<file path="config.mk">
export PLATFORM = sky130hd
export DESIGN_NAME = atu_core
export DESIGN_NICKNAME = d
export VERILOG_FILES = /design/src/rtl/atu_pkg.sv /design/src/rtl/atu_trap_if.sv /design/src/rtl/atu_core.sv /design/src/rtl/atu_fetch_cmp.sv /design/src/rtl/atu_rst_timer.sv
export SDC_FILE = /design/constraint.sdc
export NUM_CORES = 1
export LEC_CHECK = 0
export ABC_CLOCK_PERIOD_IN_PS = 4560
export CAP_MARGIN = 20
export CORE_MARGIN = 2
export CORE_UTILIZATION = 55
export DETAILED_ROUTE_END_ITERATION = 7
export DONT_BUFFER_PORTS = 1
export PLACE_DENSITY = 0.76
export SLEW_MARGIN = 20
export SYNTH_ARGS = -nofsm -noshare
export SYNTH_HDL_FRONTEND = slang
export SYNTH_SLANG_ARGS = --single-unit
</file>
<file path="constraint.sdc">
create_clock -name pclk -period 4.56 [get_ports pclk]
set_input_delay 0.228 -clock pclk [delete_from_list [all_inputs] [get_ports pclk]]
set_output_delay 0.228 -clock pclk [all_outputs]
set_load 0.03 [all_outputs]
</file>
<file path="src/rtl/atu_pkg.sv">
// constants and types for the address trap unit
package atu_pkg;
  localparam int unsigned ATU_AW         = 16;
  // register byte offsets
  localparam logic [7:0]  ATU_OFS_CTRL   = 8'h00;
  localparam logic [7:0]  ATU_OFS_CODE   = 8'h04;
  localparam logic [7:0]  ATU_OFS_STAT   = 8'h08;
  localparam logic [7:0]  ATU_OFS_MASK   = 8'h0c;
  localparam logic [7:0]  ATU_OFS_DEPTH  = 8'h10;
  // control field positions
  localparam int unsigned ATU_CTRL_SEL   = 0;
  localparam int unsigned ATU_CTRL_RAMS  = 1;
  localparam int unsigned ATU_CTRL_RAMA  = 2;
  // status / mask field positions
  localparam int unsigned ATU_ST_IRQ     = 0;
  localparam int unsigned ATU_ST_RST     = 1;
  localparam int unsigned ATU_ST_W       = 2;
  // enable code for the staged ram trap bit
  localparam logic [7:0]  ATU_CODE_APPLY = 8'hd2;
  // reset values
  localparam logic        ATU_SEL_RST    = 1'b0;
  localparam logic        ATU_RAMT_RST   = 1'b0;
  localparam logic [1:0]  ATU_MASK_RST   = 2'h0;
  // address ranges, inclusive
  localparam logic [15:0] ATU_SFR_LO     = 16'h0000;
  localparam logic [15:0] ATU_SFR_HI     = 16'h003f;
  localparam logic [15:0] ATU_RAM_LO     = 16'h0040;
  localparam logic [15:0] ATU_RAM_HI     = 16'h013f;
  // internal reset length, high-frequency clock periods
  localparam int unsigned ATU_RST_FC_PER = 24;
  localparam int unsigned ATU_FC_HZ      = 40_000_000;
  localparam int unsigned ATU_PCLK_HZ    = 40_000_000;
  // longest time rounds down, never below one cycle
  localparam int unsigned ATU_RST_CYC_RAW =
    (ATU_RST_FC_PER * (ATU_PCLK_HZ / 1000)) / (ATU_FC_HZ / 1000);
  localparam int unsigned ATU_RST_CYC =
    (ATU_RST_CYC_RAW < 1) ? 1 : ATU_RST_CYC_RAW;
  localparam int unsigned ATU_DEPTH_W    = 4;
  typedef enum logic {ATU_RS_IDLE, ATU_RS_HOLD} atu_rst_state_e;
endpackage : atu_pkg

</file>
<file path="src/rtl/atu_trap_if.sv">
// trap detect and reset stretch signals between unit parts
`timescale 1ns/1ps
interface atu_trap_if;
  logic        fetch_valid;
  logic [15:0] fetch_addr;
  logic        ram_trap_en;
  logic        hit;
  logic        rst_req;
  logic        slow_mode;
  logic        rst_busy;
  logic        osc_restart;
  modport cmp   (input fetch_valid, fetch_addr, ram_trap_en, output hit);
  modport timer (input rst_req, slow_mode, output rst_busy, osc_restart);
  modport core  (output fetch_valid, fetch_addr, ram_trap_en, rst_req,
                 slow_mode,
                 input hit, rst_busy, osc_restart);
endinterface : atu_trap_if

</file>
<file path="src/rtl/atu_core.sv">
// address trap unit: fetch watch, trap nmi or reset, apb registers
`timescale 1ns/1ps
module atu_core
  import atu_pkg::*;
(
  input  wire logic                   pclk,
  input  wire logic                   presetn,
  input  wire logic                   ce,
  input  wire logic                   psel,
  input  wire logic                   penable,
  input  wire logic                   pwrite,
  input  wire logic [7:0]             paddr,
  input  wire logic [31:0]            pwdata,
  output logic [31:0]                 prdata,
  output logic                        pready,
  output logic                        pslverr,
  input  wire logic                   fetch_valid,
  input  wire logic [ATU_AW-1:0]      fetch_addr,
  output logic                        fetch_abort,
  input  wire logic                   irq_master_flag,
  input  wire logic                   maskable_irq_req,
  output logic                        cpu_irq_take,
  output logic                        addr_trap_irq,
  input  wire logic                   nmi_ack,
  input  wire logic                   nmi_return_instr,
  input  wire logic                   low_speed_mode_one,
  output logic                        int_reset_n,
  output logic                        hf_osc_restart,
  output logic                        irq
);
  atu_trap_if t ();

  logic                   sel_q;
  logic                   ram_stage_q;
  logic                   ram_act_q;
  logic [ATU_ST_W-1:0]    stat_q;
  logic [ATU_ST_W-1:0]    mask_q;
  logic                   nmi_q;
  logic [ATU_DEPTH_W-1:0] depth_q;
  logic [31:0]            prdata_q;
  logic                   wr;
  logic                   rd;
  logic                   mapped;
  logic                   trap_irq_ev;
  logic                   trap_rst_ev;
  logic                   hw_rst;
  logic [ATU_ST_W-1:0]    stat_set;
  logic [ATU_ST_W-1:0]    stat_clr;

  assign t.fetch_valid = fetch_valid;
  assign t.fetch_addr  = fetch_addr;
  assign t.ram_trap_en = ram_act_q;
  assign t.slow_mode   = low_speed_mode_one;

  atu_fetch_cmp u_cmp (
    .t (t)
  );

  atu_rst_timer u_rst (
    .pclk    (pclk),
    .presetn (presetn),
    .ce      (ce),
    .t       (t)
  );

  // trap events, checked in the fetch cycle
  assign trap_irq_ev = ce && t.hit && !sel_q;
  assign trap_rst_ev = ce && t.hit && sel_q;
  assign t.rst_req   = trap_rst_ev;
  assign hw_rst      = t.rst_busy;
  // blocks the trapping opcode from executing
  assign fetch_abort = t.hit;

  // apb decode, zero wait states
  assign wr     = psel && penable && pwrite && ce;
  assign rd     = psel && !penable && !pwrite;
  assign mapped = (paddr == ATU_OFS_CTRL) || (paddr == ATU_OFS_CODE) ||
                  (paddr == ATU_OFS_STAT) || (paddr == ATU_OFS_MASK) ||
                  (paddr == ATU_OFS_DEPTH);
  assign pready  = 1'b1;
  assign pslverr = psel && penable && !mapped;

  // control: select and staged ram trap bit
  always_ff @(posedge pclk or negedge presetn)
  begin
    if (!presetn)
    begin
      sel_q       <= ATU_SEL_RST;
      ram_stage_q <= ATU_RAMT_RST;
    end
    else if (ce)
    begin
      if (hw_rst)
      begin
        sel_q       <= ATU_SEL_RST;
        ram_stage_q <= ATU_RAMT_RST;
      end
      else if (wr && paddr == ATU_OFS_CTRL)
      begin
        sel_q       <= pwdata[ATU_CTRL_SEL];
        ram_stage_q <= pwdata[ATU_CTRL_RAMS];
      end
    end
  end

  // staged bit takes effect only on the enable code
  always_ff @(posedge pclk or negedge presetn)
  begin
    if (!presetn)
      ram_act_q <= ATU_RAMT_RST;
    else if (ce)
    begin
      if (hw_rst)
        ram_act_q <= ATU_RAMT_RST;
      else if (wr && paddr == ATU_OFS_CODE &&
               pwdata[7:0] == ATU_CODE_APPLY)
        ram_act_q <= ram_stage_q;
    end
  end

  // sticky status, set wins over write-one clear
  assign stat_set = {trap_rst_ev, trap_irq_ev};
  assign stat_clr = (wr && paddr == ATU_OFS_STAT) ?
                    pwdata[ATU_ST_W-1:0] : '0;

  always_ff @(posedge pclk or negedge presetn)
  begin
    if (!presetn)
      stat_q <= '0;
    else if (ce)
      stat_q <= (stat_q & ~stat_clr) | stat_set;
  end

  always_ff @(posedge pclk or negedge presetn)
  begin
    if (!presetn)
      mask_q <= ATU_MASK_RST;
    else if (ce && wr && paddr == ATU_OFS_MASK)
      mask_q <= pwdata[ATU_ST_W-1:0];
  end

  assign irq = |(stat_q & mask_q);

  // nmi request held until the cpu takes it or a trap reset clears it
  always_ff @(posedge pclk or negedge presetn)
  begin
    if (!presetn)
      nmi_q <= 1'b0;
    else if (ce)
    begin
      if (hw_rst)
        nmi_q <= 1'b0;
      else if (trap_irq_ev)
        nmi_q <= 1'b1;
      else if (nmi_ack)
        nmi_q <= 1'b0;
    end
  end

  // trap is raised even while a service runs, nesting deeper
  assign addr_trap_irq = nmi_q;
  // non-maskable: not gated by the master flag
  assign cpu_irq_take  = nmi_q || (irq_master_flag && maskable_irq_req);

  // nesting depth of accepted traps, for software visibility
  always_ff @(posedge pclk or negedge presetn)
  begin
    if (!presetn)
      depth_q <= '0;
    else if (ce)
    begin
      if (hw_rst)
        depth_q <= '0;
      else if (nmi_q && nmi_ack && !nmi_return_instr &&
               depth_q != '1)
        depth_q <= depth_q + 1'b1;
      else if (nmi_return_instr && !(nmi_q && nmi_ack) &&
               depth_q != '0)
        depth_q <= depth_q - 1'b1;
    end
  end

  // read data captured in the setup cycle
  always_ff @(posedge pclk or negedge presetn)
  begin
    if (!presetn)
      prdata_q <= 32'h0000_0000;
    else if (ce && rd)
    begin
      unique case (paddr)
        ATU_OFS_CTRL:
          prdata_q <= {29'h0, ram_act_q, ram_stage_q, sel_q};
        ATU_OFS_STAT:
          prdata_q <= {30'h0, stat_q};
        ATU_OFS_MASK:
          prdata_q <= {30'h0, mask_q};
        ATU_OFS_DEPTH:
          prdata_q <= {28'h0, depth_q};
        default:
          prdata_q <= 32'h0000_0000;
      endcase
    end
  end

  assign prdata = prdata_q;

  // internal reset and oscillator restart to the rest of the chip
  assign int_reset_n    = !hw_rst;
  assign hf_osc_restart = t.osc_restart;
endmodule : atu_core

</file>
<file path="src/rtl/atu_fetch_cmp.sv">
// opcode fetch address range compare
`timescale 1ns/1ps
module atu_fetch_cmp
  import atu_pkg::*;
(
  atu_trap_if.cmp t
);
  logic in_sfr;
  logic in_ram;

  assign in_sfr = (t.fetch_addr >= ATU_SFR_LO) && (t.fetch_addr <= ATU_SFR_HI);
  assign in_ram = (t.fetch_addr >= ATU_RAM_LO) && (t.fetch_addr <= ATU_RAM_HI);
  // sfr always traps, ram only when enabled
  assign t.hit  = t.fetch_valid && (in_sfr || (in_ram && t.ram_trap_en));
endmodule : atu_fetch_cmp

</file>
<file path="src/rtl/atu_rst_timer.sv">
// stretches a trap reset request to a fixed number of cycles
`timescale 1ns/1ps
module atu_rst_timer
  import atu_pkg::*;
(
  input  wire logic pclk,
  input  wire logic presetn,
  input  wire logic ce,
  atu_trap_if.timer t
);
  localparam logic [7:0] LAST = 8'(ATU_RST_CYC - 1);

  atu_rst_state_e state_q;
  logic [7:0]     cnt_q;
  logic           osc_q;

  always_ff @(posedge pclk or negedge presetn)
  begin
    if (!presetn)
    begin
      state_q <= ATU_RS_IDLE;
      cnt_q   <= 8'h00;
    end
    else if (ce)
    begin
      unique case (state_q)
        ATU_RS_IDLE:
        begin
          if (t.rst_req)
          begin
            state_q <= ATU_RS_HOLD;
            cnt_q   <= 8'h00;
          end
        end
        ATU_RS_HOLD:
        begin
          if (cnt_q == LAST)
            state_q <= ATU_RS_IDLE;
          else
            cnt_q <= cnt_q + 8'h01;
        end
      endcase
    end
  end

  // oscillator restart pulse when reset starts in slow mode
  always_ff @(posedge pclk or negedge presetn)
  begin
    if (!presetn)
      osc_q <= 1'b0;
    else if (ce)
      osc_q <= (state_q == ATU_RS_IDLE) && t.rst_req && t.slow_mode;
  end

  assign t.rst_busy    = (state_q == ATU_RS_HOLD);
  assign t.osc_restart = osc_q;
endmodule : atu_rst_timer

</file>
Word level (Yosys, flattened, before mapping)
Cells that the tools add are included.
{"block": "totals", "mem_bits_rw": 0, "out_inout_bits": 40, "latch_bits": 0, "mem_bits_ro": 0, "wordCells": 105, "input_bits": 68, "mem_count": 0, "regBits": 54}
{"block": "op_classes", "bitwise_logic": 5, "magnitude_cmp": 4, "div_mod_pow": 0, "reduce_logical": 53, "mul": 0, "shift": 0, "n_eq_ne": 9, "n_addsub": 3, "mux": 20}
{"op": "$logic_and A1 B1 Y1", "count": 28}
{"op": "$eq A8 B4 Y1 const B", "count": 2}
{"op": "$eq A8 B5 Y1 const B", "count": 2}
{"op": "$ge A16 B1 Y1 const B", "count": 1}
{"op": "$ge A16 B7 Y1 const B", "count": 1}
{"op": "$le A16 B6 Y1 const B", "count": 1}
{"op": "$le A16 B9 Y1 const B", "count": 1}
{"op": "$mux W8", "count": 2}
{"op": "$pmux W4 S4", "count": 1}
{"op": "$pmux W8 S2", "count": 1}
{"op": "$mux W4", "count": 3}
{"op": "$mux W1", "count": 11}
{"op": "$add A8 B1 Y8 const B", "count": 1}
{"op": "$eq A8 B3 Y1 const B", "count": 1}
{"op": "$eq A8 B8 Y1 const B", "count": 1}
{"op": "$logic_not A8 Y1", "count": 1}
{"op": "$reduce_and A2 Y1", "count": 4}
{"op": "$logic_not A1 Y1", "count": 7}
{"op": "$logic_or A1 B1 Y1", "count": 6}
{"op": "$reduce_bool A3 Y1", "count": 2}
{"op": "$add A4 B1 Y4 const B", "count": 1}
{"op": "$and A2 B2 Y2", "count": 2}
{"op": "$ne A4 B4 Y1 const B", "count": 1}
{"op": "$reduce_bool A2 Y1", "count": 2}
{"op": "other kinds (11)", "count": 11}

Longest topological paths before layout
{"block": "logic_depth", "word_depth": 9, "ltp_mapped": 8, "depth_no_buf": 8}

By module
From an unflattened synthesis, not the netlist that was laid out.
{"block": "unflattened", "hier_cells": 200, "hier_area_um2": 1876.8}
{"module": "atu_core", "seq_area_each_um2": 400.4, "instances": 1, "area_each_um2": 1265.0, "cells_per_inst": 137}
{"module": "atu_rst_timer", "seq_area_each_um2": 250.2, "instances": 1, "area_each_um2": 560.5, "cells_per_inst": 58}
{"module": "atu_fetch_cmp", "seq_area_each_um2": 0.0, "instances": 1, "area_each_um2": 51.3, "cells_per_inst": 5}

Least setup slack after synthesis
Ideal clock, no wire load.
{"block": "synth_timing", "kind": "reg-to-reg", "start": "reg depth_q[0]", "end": "reg depth_q[3]", "stages_incl_launch_ff": 9, "arrival_time_ns": 1.818, "path_slack_ns": 2.655, "path_buffers": 0, "period_less_slack_ns": 1.905, "required_time_ns": 4.473, "setup_ns": 0.087, "path_cell_list": "dfrtp_1 a41oi_1 nand3_1 ha_1 a21o_1 a21oi_1 xnor2_1 nand3_1 o211ai_1"}
{"block": "synth_via", "elab_chain_len": 4, "elab_cells_between_ends": 11, "classes_between": "add/sub (2); eq/ne (1); mux (3); reduce/logical (5)"}
{"element": "start: declaration", "line": "atu_core.sv:39", "rtl": "logic [ATU_DEPTH_W-1:0] depth_q;"}
{"element": "start signal: assignment", "line": "atu_core.sv:176", "rtl": "depth_q <= depth_q + 1'b1;"}
{"element": "start signal: assignment", "line": "atu_core.sv:179", "rtl": "depth_q <= depth_q - 1'b1;"}
{"element": "$sub A4 B1 Y4 (tied with other cells)", "line": "atu_core.sv:179"}
{"element": "$mux W4 (tied with other cells)", "line": "atu_core.sv:177", "rtl": "else if (nmi_return_instr && !(nmi_q && nmi_ack) &&"}
{"element": "$mux W4 or $reduce_bool A3 Y1 (tied branches)"}
{"element": "$mux W4 or $reduce_and A2 Y1 (tied branches)"}
Parallel ways exist; a longest one is shown, timed or not. The select of a mux whose other input is x is not followed.
A chain may end at the register's enable or synchronous reset.

Worst setup path in the final report
Ends and elaborated chain as after synthesis.

==> flow_summary.json <==
{
  "endpoint": "depth_q[3]",
  "drc": 0,
  "yosysTopAreaCellShare_pct": 36.26,
  "ys_seq_area_share_pct": 36.26,
  "synth_edf_count": 0,
  "dieWidth_um": 61.12,
  "first_pass_iters": 4,
  "clock_path_buffers": 2,
  "crit_start": "depth_q[0]",
  "synth_top_area_cell": "dfrtp_1",
  "fin_util_pct": 57.56,
  "power.switching_uw": 199.0,
  "drv_slew": 0,
  "cpMostUsedCell": "nand3_1",
  "fp.dieH_um": 61.12,
  "pwr-share-clk_pct": 21.0,
  "cts_tree": "done",
  "portBuffers": 0,
  "tightestPinTransition_ns": 0.6479,
  "synthesis.area_mm2": 0.001794,
  "hold_violations": 0,
  "core_area_mm2": 0.003078,
  "crit_family": "compound AO/OA/AOI/OAI gates",
  "clk_pin_slew_ns": 0.14,
  "synth.area.mux_share_pct": 7.043,
  "path_depth": 8,
  "synth_area_leaders": "dfrtp_1 36%, buf_4 12%, nand2_1 5.0%, mux2i_1 3.9%, nand3_1 3.6%",
  "period_needed_ns": 2.178,
  "cts_hold_buf": 2,
  "cts_max_level": 1,
  "synth-async-reset-ratio_pct": 100.0,
  "rsz0062_at_grt": "false",
  "fin_nets": 268,
  "r2r_end": "depth_q[3]",
  "ys_seq_elements": 26,
  "status": "complete, no violations",
  "viasPerCell": 5.870,
  "reg2reg_from": "depth_q[0]",
  "ctsRootBufferMaster": "clkbuf_4",
  "grt_overflow": 0,
  "cts_setup_buffers": 0,
  "min_path_type": "primary input to flip-flop",
  "synth_warnings": 0,
  "setup_viol_count_final": 0,
  "yosysMostFrequentCell": "buf_4",
  "drv_cap": 0,
  "diodes": 0,
  "yosys.area_share.simple_pct": 19.87,
  "wire_per_inst_um": 15.12,
  "cp_slowest_cell": "dfrtp_1",
  "fmax_ghz": 0.4591,
  "drive_gt1_share_pct": 7.179,
  "worstPathMaxFanout": 7,
  "routed_wl_um": 3613,
  "intPower_uw": 368.7,
  "synth_fa_ha_area_share_pct": 3.208,
  "cts_made_buffers": 3,
  "cts.sinks": 26,
  "antenna_found_initial": 0,
  "finalCritPeriodShare_pct": 47.77,
  "synth_top_family_by_area": "simple AND/OR/NAND/NOR gates",
  "end_kind": "flip-flop",
  "grt_max_degree": 27,
  "syn_avg_cell_area_um2": 9.154,
  "cp.arrival_ns": 2.44,
  "seq_power_share_pct": 51.1,
  "power_density_mw_per_mm2": 320.4,
  "ys_types": 50,
  "critPathMaxStageDelay_ns": 0.49,
  "peakVddDrop_v": 0.0002174,
  "synth-main-ff-cell": "dfrtp_1",
  "rows": 20,
  "clock_skew_ns": 0.004354,
  "area_growth_pct": -1.255,
  "leakage_uw": 0.0008443,
  "netlist_instances": 196,
  "synth_xor_area_share_pct": 0.9763,
  "clk_latency_ns": 0.32,
  "start_util_pct": 58.29,
  "dieArea_mm2": 0.003735,
  "boundaryPins": 108,
  "cp-start-kind": "flip-flop",
  "vias": 1403,
  "tns_ns": 0,
  "share_comb_of_total_power_pct": 27.9,
  "netlist_top_cells_count": "29 x buf_4, 26 x dfrtp_1, 24 x nand2_1, 13 x nand3_1, 10 x nor2_1",
  "worstSetupPathType": "flip-flop to flip-flop",
  "post_cts_resized": 0,
  "gp_congestion": 0.8704,
  "dp_hpwl_um": 2788,
  "sw_frac_of_total_pct": 35.05,
  "grt_pass1_wl_um": 5961,
  "relSlewSlack_pct": 56.60,
  "reg2regPathDepth": 8,
  "critPathBufInv": 0,
  "regToRegSetupSlack_ns": 2.38,
  "initialDrtViolationCount": 64,
  "ant_nets": 0,
  "cp.required_ns": 4.82,
  "grt_pass1_vias": 1299,
  "synth_compound_area_share_pct": 17.50,
  "worstPathCellList": "a41oi_1, nand3_1, ha_1, a21o_1, a21oi_1, xnor2_1, nand3_1, o211ai_1",
  "track_usage_pct": 21.34
}
[stage by stage]
stage / setup WS (ns) / power [uW] / std cells / cell area (um^2) / hold WS, ns
floorplan: 2.655 / 437.3 / 223 / 1896 / -0.06759
global placement: 2.553 / 431.8 / 233 / 1705 / -0.06693
detailed placement: 2.401 / 447.0 / 233 / 1705 / -0.06698
CTS: 2.371 / 571.8 / 239 / 1772 / 0.01289
global route: 2.235 / 606.7 / 239 / 1772 / 0.005047
finish: 2.382 / 567.7 / 239 / 1772 / 0.01834
[worst register-to-register path, stage by stage, from the launching register on]
cell      delay [ns]
dfrtp_1         0.49
a41oi_1         0.24
nand3_1         0.24
ha_1            0.38
a21o_1          0.18
a21oi_1         0.20
xnor2_1         0.18
nand3_1         0.10
o211ai_1        0.10
[kinds of logic after synthesis]
logic type | after synthesis
AND/OR/NAND/NOR | 69
flip-flops | 26
adder cells (fa/ha/maj) | 4
multiplexers | 12
AO/OA/AOI/OAI | 42
buffers and inverters | 39
other | 2
XOR/XNOR | 2
[routing by layer]
layer  share of wire (%)  GRT usage [%]  wire length, um
met1                  43          29.85             1567
met2                  49          35.11             1772
met3                 7.0          2.731              253
met4                0.55          5.590               20
met5                   0              0                0
[layout by cell type, fill, tap and decap left out, drive strengths merged, types with 2 or more instances in the layout]
cell | netlist | routed
a31oi | 6 | 6
o22ai | 2 | 2
nor3 | 3 | 3
conb | 2 | 29
nand3 | 14 | 14
nand2 | 24 | 24
or4 | 2 | 2
o41ai | 2 | 2
xnor2 | 2 | 2
ha | 3 | 3
o211ai | 2 | 2
dfrtp | 26 | 26
clkbuf | 2 | 4
a41oi | 2 | 2
o31ai | 2 | 2
a21o | 2 | 2
nor2 | 10 | 10
o21ai | 9 | 9
a21oi | 2 | 2
mux2 | 5 | 5
inv | 4 | 4
and3 | 2 | 2
mux2i | 7 | 7
a22o | 6 | 6
nand2b | 5 | 5
[power by group through the flow]
stage	Clock (uW)	Sequential, uW	Combinational [uW]
after global routing	132	296	179
after floorplan	0	282	155
after detailed placement	0	295	152
final	119	290	158
after CTS	122	290	160
after global placement	0	291	140
[area by class of cell]
| cell class | instances | area, um^2 |
|---|---|---|
| clock buffer | 4 | 36.28 |
| multi-input combinational | 158 | 980.9 |
| sequential | 26 | 650.6 |
| fill | 296 | 1306 |
| inverter | 5 | 18.77 |
| tap | 44 | 55.05 |
| timing repair buffer | 2 | 30.03 |
[worst min-delay path by stage]
| stage | depth (start not counted) | slack, ns | start | endpoint |
|---|---|---|---|---|
| 3_5_place_dp | 0 | -0.07 | presetn | mask_q[1] |
| 5_1_grt | 2 | 0.005 | paddr[4] | prdata[3] |
| 6_report | 2 | 0.02 | ce | stat_q[0] |
| 3_3_place_gp | 0 | -0.07 | presetn | mask_q[1] |
| 4_1_cts | 2 | 0.01 | ce | stat_q[0] |
| 2_1_floorplan | 0 | -0.07 | presetn | addr_trap_irq |
[state kept, by name (all words and copies together), names as in the netlist]
register and flops:
u_rst.t.osc_restart 1, ram_stage_q 1, u_rst.t.rst_busy 1, ram_act_q 1, mask_q 2, stat_q 2
prdata 4, addr_trap_irq 1, depth_q 4, sel_q 1, u_rst.cnt_q 8
No activity file was read; power rests on OpenSTA's default activity.
